$ cat config.mk
export PLATFORM = sky130hd
export DESIGN_NAME = mcrd_top
export DESIGN_NICKNAME = d
export VERILOG_FILES = /design/src/rtl/mcrd_pkg.sv /design/src/rtl/mcrd_sync2.sv /design/src/rtl/mcrd_top.sv
export SDC_FILE = /design/constraint.sdc
export NUM_CORES = 1
export LEC_CHECK = 0
export BUFFER_PORTS_ARGS = -buffer_cell sky130_fd_sc_hd__buf_2
export CAP_MARGIN = 20
export CORE_ASPECT_RATIO = 1.1
export CORE_MARGIN = 2
export CORE_UTILIZATION = 60
export DETAILED_ROUTE_END_ITERATION = 10
export PLACE_DENSITY = 0.83
export SETUP_SLACK_MARGIN = 0.5
export SLEW_MARGIN = 30
export SYNTH_ARGS = -nofsm -noshare
export SYNTH_HDL_FRONTEND = slang
export SYNTH_HIERARCHICAL = 1
export SYNTH_SLANG_ARGS = --single-unit
$ cat constraint.sdc
create_clock -name clk_i -period 6.9 [get_ports clk_i]
set_clock_uncertainty 0.05 [all_clocks]
set_input_delay 2.07 -clock clk_i [delete_from_list [all_inputs] [get_ports clk_i]]
set_output_delay 2.07 -clock clk_i [all_outputs]
set_load 0.01 [all_outputs]
$ cat src/rtl/mcrd_pkg.sv
// Purpose: Shared constants for the processor clock, reset and decode block
// Assumes: System clock of 25 MHz
// Notes:   Address digits are taken from address lines 8 to 14 only
package mcrd_pkg;

   // ----------------------------------------------------------------
   // Clock generation
   // ----------------------------------------------------------------
   localparam int unsigned CLK_HZ        = 25_000_000;
   localparam int unsigned OSC_HZ        = 4_000_000;
   localparam int unsigned OSC_DIV       = 4;
   // System cycles in one processor cycle (25 at 25 MHz)
   localparam int unsigned PHASE_CYCLES  = CLK_HZ / OSC_HZ * OSC_DIV + (CLK_HZ % OSC_HZ) * OSC_DIV / OSC_HZ;
   localparam int unsigned PH_CNT_W      = 5;
   typedef logic [PH_CNT_W-1:0] mcrd_phase_t;
   localparam mcrd_phase_t PHASE_LAST    = mcrd_phase_t'(PHASE_CYCLES - 1);
   localparam mcrd_phase_t PHI1_START    = 5'h01;
   localparam mcrd_phase_t PHI1_STOP     = 5'h0C;
   localparam mcrd_phase_t PHI2_START    = 5'h0D;
   localparam mcrd_phase_t PHI2_STOP     = 5'h18;

   // ----------------------------------------------------------------
   // Reset stretcher
   // ----------------------------------------------------------------
   localparam int unsigned RESET_HOLD_MS = 200;
   localparam int unsigned RESET_HOLD_CYCLES_DEF = CLK_HZ / 1000 * RESET_HOLD_MS;
   localparam int unsigned HOLD_W        = 23;
   typedef logic [HOLD_W-1:0] mcrd_hold_t;

   // ----------------------------------------------------------------
   // Address digits
   // ----------------------------------------------------------------
   localparam logic [2:0] TOP_ZERO       = 3'h0;
   localparam logic [2:0] TOP_PROM_FIRST = 3'h5;
   localparam int unsigned PROM_REGIONS  = 3;
   localparam logic [3:0] RAM_DIGIT_LO   = 4'h0;
   localparam logic [3:0] RAM_DIGIT_HI   = 4'h1;
   localparam logic [3:0] PA_DIGIT_LO    = 4'h2;
   localparam int unsigned PA_COUNT      = 6;
   localparam int unsigned PROM_GROUPS   = 4;
   localparam int unsigned GROUP_SIZE    = 4;

endpackage

$ cat src/rtl/mcrd_sync2.sv
// Purpose: Two-flop synchroniser for a level from outside the clock domain
// Assumes: Input changes slowly compared with the clock
// Notes:   First stage feeds only the second stage
`timescale 1ns/1ps
module mcrd_sync2
#(
   parameter logic RESET_VAL = 1'b1
)
(
   input  wire logic clk_i,
   input  wire logic reset_i,
   input  wire logic async_i,
   output logic      sync_o
);
   logic stage1;

   always_ff @(posedge clk_i)
   begin
      if (reset_i)
      begin
         stage1 <= RESET_VAL;
         sync_o <= RESET_VAL;
      end
      else
      begin
         stage1 <= async_i;
         sync_o <= stage1;
      end
   end
endmodule

$ cat src/rtl/mcrd_top.sv
// Purpose: Processor two-phase clock, power-on reset stretcher, address decode
// Assumes: Processor core runs from phi1/phi2 and presents address and strobe
// Notes:   All outputs registered; enables lag the address by one cycle
`timescale 1ns/1ps
module mcrd_top
   import mcrd_pkg::*;
#(
   parameter int unsigned RESET_HOLD_CYCLES = mcrd_pkg::RESET_HOLD_CYCLES_DEF
)
(
   input  wire logic        clk_i,
   input  wire logic        reset_i,
   input  wire logic        power_fail_n_i,
   input  wire logic [14:8] addr_hi_i,
   input  wire logic        valid_address_strobe_i,
   output logic             phi1_o,
   output logic             phi2_o,
   output logic             data_bus_gate_o,
   output logic             proc_reset_n_o,
   output logic             halt_n_o,
   output logic             tristate_control_in_o,
   output logic             top_digit_zero_decode_o,
   output logic             ram_enable_o,
   output logic [5:0]       peripheral_adapter_enable_o,
   output logic [3:0]       prom_group_select_o,
   output logic [2:0]       prom_enable_o
);
   import mcrd_pkg::*;

   // ----------------------------------------------------------------
   // Phase generator
   // ----------------------------------------------------------------
   mcrd_phase_t phase_cnt;
   mcrd_phase_t next_phase_cnt;
   logic        next_phi1;
   logic        next_phi2;

   always_comb
   begin
      next_phase_cnt = (phase_cnt == PHASE_LAST) ? '0 : phase_cnt + 5'h01;
      // Gaps between windows keep the phases apart
      next_phi1 = (next_phase_cnt >= PHI1_START) && (next_phase_cnt < PHI1_STOP);
      next_phi2 = (next_phase_cnt >= PHI2_START) && (next_phase_cnt < PHI2_STOP);
   end

   always_ff @(posedge clk_i)
   begin
      if (reset_i)
      begin
         phase_cnt       <= '0;
         phi1_o          <= 1'b0;
         phi2_o          <= 1'b0;
         data_bus_gate_o <= 1'b0;
      end
      else
      begin
         phase_cnt       <= next_phase_cnt;
         phi1_o          <= next_phi1;
         phi2_o          <= next_phi2;
         data_bus_gate_o <= next_phi2;
      end
   end

   // ----------------------------------------------------------------
   // Power-on reset stretcher
   // ----------------------------------------------------------------
   logic       power_fail_n;
   mcrd_hold_t hold_cnt;
   mcrd_hold_t next_hold_cnt;

   mcrd_sync2 #(.RESET_VAL(1'b0)) u_pf_sync
   (
      .clk_i   (clk_i),
      .reset_i (reset_i),
      .async_i (power_fail_n_i),
      .sync_o  (power_fail_n)
   );

   always_comb
   begin
      if (!power_fail_n)
         next_hold_cnt = mcrd_hold_t'(RESET_HOLD_CYCLES);
      else if (hold_cnt != '0)
         next_hold_cnt = hold_cnt - 23'h000001;
      else
         next_hold_cnt = hold_cnt;
   end

   always_ff @(posedge clk_i)
   begin
      if (reset_i)
      begin
         hold_cnt       <= '0;
         proc_reset_n_o <= 1'b0;
      end
      else
      begin
         hold_cnt       <= next_hold_cnt;
         // Release only once the full hold has run out
         proc_reset_n_o <= power_fail_n && (next_hold_cnt == '0);
      end
   end

   // Unused processor controls kept inactive
   always_ff @(posedge clk_i)
   begin
      if (reset_i)
      begin
         halt_n_o              <= 1'b1;
         tristate_control_in_o <= 1'b0;
      end
      else
      begin
         halt_n_o              <= 1'b1;
         tristate_control_in_o <= 1'b0;
      end
   end

   // ----------------------------------------------------------------
   // Address decode
   // ----------------------------------------------------------------
   logic [15:0] digit_line;
   logic [7:0]  top_line;
   logic [3:0]  next_group;
   logic        next_ram;
   logic [5:0]  next_pa;
   logic [2:0]  next_prom;
   logic        gate;

   always_comb
   begin
      digit_line = '0;
      top_line   = '0;
      if (valid_address_strobe_i)
      begin
         digit_line[addr_hi_i[11:8]] = 1'b1;
         top_line[addr_hi_i[14:12]]  = 1'b1;
      end
      gate = next_phi2 && valid_address_strobe_i;
      for (int g = 0; g < PROM_GROUPS; g++)
         next_group[g] = |digit_line[g*GROUP_SIZE +: GROUP_SIZE];
      next_ram = gate && top_line[TOP_ZERO]
               && (digit_line[RAM_DIGIT_LO] || digit_line[RAM_DIGIT_HI]);
      for (int p = 0; p < PA_COUNT; p++)
         next_pa[p] = gate && top_line[TOP_ZERO] && digit_line[PA_DIGIT_LO + p];
      for (int r = 0; r < PROM_REGIONS; r++)
         next_prom[r] = gate && (|next_group) && top_line[TOP_PROM_FIRST + r];
   end

   always_ff @(posedge clk_i)
   begin
      if (reset_i)
      begin
         top_digit_zero_decode_o     <= 1'b0;
         ram_enable_o                <= 1'b0;
         peripheral_adapter_enable_o <= '0;
         prom_group_select_o         <= '0;
         prom_enable_o               <= '0;
      end
      else
      begin
         top_digit_zero_decode_o     <= top_line[TOP_ZERO];
         ram_enable_o                <= next_ram;
         peripheral_adapter_enable_o <= next_pa;
         prom_group_select_o         <= next_group;
         prom_enable_o               <= next_prom;
      end
   end

   // ----------------------------------------------------------------
   // Checks
   // ----------------------------------------------------------------
   logic [HOLD_W-1:0] low_run;

   always_ff @(posedge clk_i)
   begin
      if (reset_i || proc_reset_n_o)
         low_run <= '0;
      else if (low_run != '1)
         low_run <= low_run + 23'h000001;
   end

   a_phase_no_overlap: assert property (@(posedge clk_i) disable iff (reset_i)
      !(phi1_o && phi2_o)) else $error("phi1 and phi2 overlap");
   a_phase_period: assert property (@(posedge clk_i) disable iff (reset_i)
      $rose(phi1_o) |-> ##25 $rose(phi1_o)) else $error("processor clock period wrong");
   a_phase_order: assert property (@(posedge clk_i) disable iff (reset_i)
      $fell(phi1_o) |-> !phi2_o ##1 phi2_o [*8]) else $error("phi2 does not follow phi1");
   a_gate_phi2: assert property (@(posedge clk_i) disable iff (reset_i)
      data_bus_gate_o == phi2_o) else $error("data bus gate not on phi2");
   a_enable_timing: assert property (@(posedge clk_i) disable iff (reset_i)
      (ram_enable_o || (|peripheral_adapter_enable_o) || (|prom_enable_o)) |-> phi2_o)
      else $error("enable outside phi2");
   a_ram_decode: assert property (@(posedge clk_i) disable iff (reset_i)
      ram_enable_o |-> $past(valid_address_strobe_i && addr_hi_i[14:12] == 3'h0 && addr_hi_i[11:9] == 3'h0))
      else $error("RAM enable without RAM address");
   a_adapter_decode: assert property (@(posedge clk_i) disable iff (reset_i)
      peripheral_adapter_enable_o[0] |-> $past(valid_address_strobe_i && addr_hi_i == 7'h02))
      else $error("adapter enable on wrong address");
   a_onehot_lines: assert property (@(posedge clk_i) disable iff (reset_i)
      $onehot0({ram_enable_o, peripheral_adapter_enable_o}) && $onehot0(prom_group_select_o))
      else $error("decode lines not one-hot");
   a_prom_decode: assert property (@(posedge clk_i) disable iff (reset_i)
      prom_enable_o[0] |-> $past(addr_hi_i[14:12] == 3'h5) && prom_group_select_o != 4'h0)
      else $error("PROM enable on wrong region");
   a_strobe_gate: assert property (@(posedge clk_i) disable iff (reset_i)
      (|prom_group_select_o || top_digit_zero_decode_o) |-> $past(valid_address_strobe_i))
      else $error("decode active without strobe");
   a_reset_hold: assert property (@(posedge clk_i) disable iff (reset_i)
      $rose(proc_reset_n_o) |-> $past(low_run) >= RESET_HOLD_CYCLES)
      else $error("processor reset released early");
   a_unused_inactive: assert property (@(posedge clk_i) disable iff (reset_i)
      halt_n_o && !tristate_control_in_o) else $error("halt or three-state active");

   c_ram_access: cover property (@(posedge clk_i) disable iff (reset_i) ram_enable_o);
   c_adapter_access: cover property (@(posedge clk_i) disable iff (reset_i) |peripheral_adapter_enable_o);
   c_prom_access: cover property (@(posedge clk_i) disable iff (reset_i) |prom_enable_o);
   c_reset_release: cover property (@(posedge clk_i) disable iff (reset_i) $rose(proc_reset_n_o));
endmodule
# ---- Word-level counts from Yosys, hierarchy flattened
# Cells that the tools add are included.
dict set report op_classes {
  n_addsub 2
  n_lt_le_gt_ge 8
  n_eq_ne 1
  mux 9
  n_reduce_logical 26
}
# operator count
set ops {}
lappend ops {{2-to-1 mux 23 bit} 2}
lappend ops {{zero test 23 bit} 1}
lappend ops {{nonzero test 23 bit} 1}
lappend ops {{subtractor 23 x 1 -> 23 bit, second input constant} 1}
lappend ops {{logical AND 1 bit} 18}
lappend ops {{2-to-1 mux 16 bit} 1}
lappend ops {{OR reduction 16 bit} 1}
lappend ops {{OR reduction 4 bit} 4}
lappend ops {{2-to-1 mux 8 bit} 1}
lappend ops {{adder 5 x 1 -> 5 bit, second input constant} 1}
lappend ops {{equality test 5 bit, second input constant} 1}
lappend ops {{greater-or-equal comparator 5 x 1 -> 1 bit, second input constant} 1}
lappend ops {{greater-or-equal comparator 5 x 4 -> 1 bit, second input constant} 1}
lappend ops {{< comparator 4 x 5 -> 1 bit, second input constant} 1}
lappend ops {{< comparator 5 x 4 -> 1 bit, second input constant} 1}
lappend ops {{< comparator 5 bit, second input constant} 1}
lappend ops {{2-to-1 mux 5 bit} 1}
lappend ops {{demux 1 bit (select 4 bit)} 1}
lappend ops {{greater-or-equal comparator 4 x 1 -> 1 bit, second input constant} 1}
lappend ops {{< comparator 3 x 4 -> 1 bit, second input constant} 1}
lappend ops {{demux 1 bit (select 3 bit)} 1}
lappend ops {{greater-or-equal comparator 3 x 1 -> 1 bit, second input constant} 1}
lappend ops {{2-to-1 mux 1 bit} 2}
lappend ops {{logical OR 1 bit} 1}
dict set report word_totals {
  ff_bits 48
  in_bits 11
  out_inout_bits 21
  elab_cells 58
}

# ---- Depth between registers and ports, before layout
dict set report depth {
  ltp_word 8
  mapped_depth 9
  depth_no_buf 8
}

# ---- Cells and area by module
# Netlist, hierarchy kept.
# mod n_inst cells_each area_per_inst_um2 seq_area_each_um2
set by_module_without_submodules {}
lappend by_module_without_submodules {mcrd_top 1 244 2140.8 920.9}
lappend by_module_without_submodules {mcrd_sync2 1 4 52.6 40.0}

# ---- Least setup slack after synthesis
# OpenSTA, ideal clock, no wires.
dict set report synth_path {
  path_kind {input-to-reg}
  start {input reset_i}
  end {register proc_reset_n_o}
  setup_time_ps 88
  t_arrival_ps 3097
  required_ps 6762
  slack_ps 3665
  path_stages 7
  path_buffers 1
  path_cell_list {nand2b_1 clkbuf_1 nor3_1 nand4_1 a31oi_4 nand4_1 nor4_2}
}
# item line_no
set synth_rtl {}
lappend synth_rtl {{start, declared} mcrd_top.sv:12} ;# input wire logic reset_i,
lappend synth_rtl {{end signal, assigned} mcrd_top.sv:100} ;# proc_reset_n_o <= power_fail_n && (next_hold_cnt == '0);
lappend synth_rtl {{end, declared} mcrd_top.sv:19} ;# output logic proc_reset_n_o,

==> PnR_summary.wiki <==
{| class="wikitable"
! Metric !! Value
|-
| Critical Setup Path Class || in2reg
|-
| Post-route cell area || 2450 um^2
|-
| Residual DRC || 0
|-
| Sort of element at the start of the critical path || primary input
|-
| Largest family of logic cells by synthesized area || simple AND/OR/NAND/NOR gates
|-
| Post-synthesis mux area share || 0.0143
|-
| Global-route usage over all layers || 0.229
|-
| Post-synth top area share || 0.438
|-
| Initial DRC Count || 98
|-
| Post-DP HPWL || 3190 um
|-
| Highest achievable clock rate || 279 MHz
|-
| Chip height || 67.4 um
|-
| Post-synthesis instance area || 2190 um^2
|-
| Number of vias after detailed routing || 1789
|-
| Initial antenna violation count || 0
|-
| Routed wire per std cell || 13.4 um
|-
| Final period utilization || 0.519
|-
| Total I/O pin count || 32
|-
| PostCTS Resize Cnt || 0
|-
| Die Area || 4160 um^2
|-
| Number of buffers added by the clock tree synthesis step || 5
|-
| Setup repair after global routing missed its margin || false
|-
| Number of nets with antenna violations after detailed routing || 0
|-
| First drt pass iteration count || 4
|-
| Status || finished, final reports clean
|-
| Flops & latches, synth || 48
|-
| Yosys warning count || 6
|-
| Layout cells sized above 1 || 0.188
|-
| Tightest Pin Transition || 745 ps
|-
| Synth Net Count || 263
|-
| IO Port Bufs || 29
|-
| Wirelength, routed || 4320 um
|-
| Number of max-slew violations in the final report || 0
|-
| Critical path arrival || 3760 ps
|-
| Placeable core region || 3570 um^2
|-
| Cell count after synthesis || 248
|-
| Number of distinct library cell variants in the gate-level netlist after synthesis || 52
|-
| Number of enable flip-flop cells after synthesis || 0
|-
| Starting density of the core || 0.615
|-
| Worst-case clock buffer depth || 2
|-
| Number of setup violations in the final report || 0
|-
| Via count of the first global-routing pass || 1676
|-
| Maximum level of the CTS H-tree || 2
|-
| Post-CTS setup buffer count || 0
|-
| Static leakage || 0.975 nW
|-
| Yosys top cell by area || sky130_fd_sc_hd__dfxtp_1
|-
| Power density cells || 229 nW/um^2
|-
| Worst min-delay path category || reg2reg
|-
| Fraction of the yosys area taken by sequential cells || 0.438
|-
| Critical-path top delay cell || sky130_fd_sc_hd__nand2b_1
|-
| Gpl congestion || 0.933
|-
| Placement-stage cell area || 2330 um^2
|-
| Number of violations of the max-capacitance limit || 0
|-
| Number of buffers inserted by hold repair at cts || 0
|-
| Hold Path Depth || 1
|-
| Req. time, crit path || 7080 ps
|-
| Source of the critical timing path || reset_i
|-
| Proportion of synthesized flip-flops having asynchronous set or reset || 0
|-
| TritonCTS Sinks || 48
|-
| Inserted Diodes || 0
|-
| Capturing element type of the critical path || register
|-
| Summed negative setup slack over all endpoints || 0 ps
|-
| Delay of the slowest cell on the worst path || 470 ps
|-
| Clk pin slew, worst setup/hold paths || 90 ps
|-
| Worst r2r src || hold_cnt[0]$_SDFF_PP0_
|-
| Mean area per synthesized cell || 8.84 um^2
|-
| Dominant cell type by count on the critical path || sky130_fd_sc_hd__nand4_1
|-
| Nets || 286
|-
| CTS tree || built
|-
| Synth area leaders || sky130_fd_sc_hd__dfxtp_1 44%, sky130_fd_sc_hd__nor2_1 5.6%, sky130_fd_sc_hd__xnor2_1 4.0%
|-
| Worst reg-to-reg path cell count || 8
|-
| Top cells by count, synth || 48 x sky130_fd_sc_hd__dfxtp_1, 33 x sky130_fd_sc_hd__nor2_1, 14 x sky130_fd_sc_hd__nor3_1, 12 x sky130_fd_sc_hd__a21oi_1, 10 x sky130_fd_sc_hd__xnor2_1
|-
| Most used standard cell by instance count after synthesis || sky130_fd_sc_hd__dfxtp_1
|-
| Worst skew pair latency || 310 ps
|-
| Destination of the worst register-to-register timing path || proc_reset_n_o$_SDFF_PP0_
|-
| Die boundary width || 61.6 um
|-
| Share of synthesized cell area in full adder, half adder and majority cells || 0.0228
|-
| Cell row count || 23
|-
| Worst hold path startpoint || u_pf_sync/stage1$_SDFF_PP0_
|-
| Area fraction in and, or, nand and nor cells after synthesis || 0.318
|-
| Cell chosen for the clock root || sky130_fd_sc_hd__clkbuf_8
|-
| Worst Hold Path EP || u_pf_sync/sync_o$_SDFF_PP0_
|-
| Endpoints failing hold || 0
|-
| Fraction of synthesized cell area in xor and xnor cells || 0.0559
|-
| Average vias per placed instance || 5.56
|-
| Final Critical Period || 3580 ps
|-
| Main synth FF type || sky130_fd_sc_hd__dfxtp_1
|-
| Peak supply drop || 196 uV
|-
| Area fraction in compound gates after synthesis || 0.106
|-
| Largest fanout on the critical path || 20
|-
| Maximum number of pins on one net before global-route repair || 21
|-
| Total congestion overflow || 0
|-
| Global-route wire length before repair || 7110 um
|-
| Setup slack, reg-to-reg || 4050 ps
|-
| Synth-to-Final Area Change || 11.8%
|-
| Relative max-transition margin || 0.502
|-
| Critical Path, Cell by Cell || buf_2 -> nand2b_1 -> nor3_1 -> nand4_1 -> a31oi_4 -> nand4_1 -> nor4_2
|}
## cells by family after synthesis
group,after synthesis
and+or+nand+nor,124
muxes,3
AOI/OAI and AO/OA,34
xor gates and xnor gates,14
buffers and inverters,19
DFF,48
other,2
adders and majority gates,4
## sequential cells by signal, indices dropped and copies added (netlist names)
signal and count:
hold_cnt 23, peripheral_adapter_enable_o 6, phase_cnt 5, prom_group_select_o 4
prom_enable_o 3, data_bus_gate_o 1, phi1_o 1, proc_reset_n_o 1
ram_enable_o 1, top_digit_zero_decode_o 1, u_pf_sync/stage1 1, u_pf_sync/sync_o 1
## per-layer routing
| layer | track usage | share of wire | vias up |
|---|---|---|---|
| li1 | - | - | 918 |
| met1 | 0.269 | 0.44 | 797 |
| met2 | 0.370 | 0.47 | 60 |
| met3 | 0.0862 | 0.066 | 14 |
| met4 | 0.0984 | 0.026 | 0 |
| met5 | 0 | 0 | - |
## cell usage in the layout (no fill, tap or decap), drive strengths merged, types with 7 or more instances in the layout
cell	n
or3	10
nor2b	9
nand2	7
buf	29
dfxtp	48
nor4	9
nor3	14
a21oi	12
inv	8
xnor2	10
nor2	33
## worst max-delay path, delay by kind of cell
family | cells | cell delay, ps
buf+inv | 1 | 210
compound gates | 1 | 170
simple gates | 5 | 1300
## where the power goes
part           internal (mW)  switching, mW  total (mW)
clock network          0.112          0.102       0.214
logic                 0.0236         0.0314      0.0549
registers              0.285        0.00728       0.292
## how the worst max path moves through the flow
stage | to
finish | proc_reset_n_o$_SDFF_PP0_
global route | proc_reset_n_o$_SDFF_PP0_
CTS | proc_reset_n_o$_SDFF_PP0_
detailed placement | proc_reset_n_o$_SDFF_PP0_
global placement | proc_reset_n_o$_SDFF_PP0_
floorplan | proc_reset_n_o$_SDFF_PP0_
## area by class of cell
type,instances,area [um^2]
Fill cell,307,1120
Multi-Input combinational cell,181,1140
Timing Repair Buffer,29,145
Tap cell,50,62.6
Clock buffer,5,68.8
Sequential cell,48,961
Inverter,6,22.5
Clock inverter,3,50.0
## per-stage QoR
stage | cells | setup slack (ps) | util | power (mW) | hold WS [ps]
final | 322 | 3320 | 0.687 | 0.561 | 397
after global routing | 322 | 3170 | 0.687 | 0.584 | 408
after CTS | 322 | 3320 | 0.687 | 0.563 | 400
after detailed placement | 314 | 2990 | 0.654 | 0.352 | 379
after global placement | 314 | 3090 | 0.654 | 0.351 | 366
after floorplan | 248 | 3670 | - | 0.339 | 364
No activity file was read; power rests on OpenSTA's default activity.
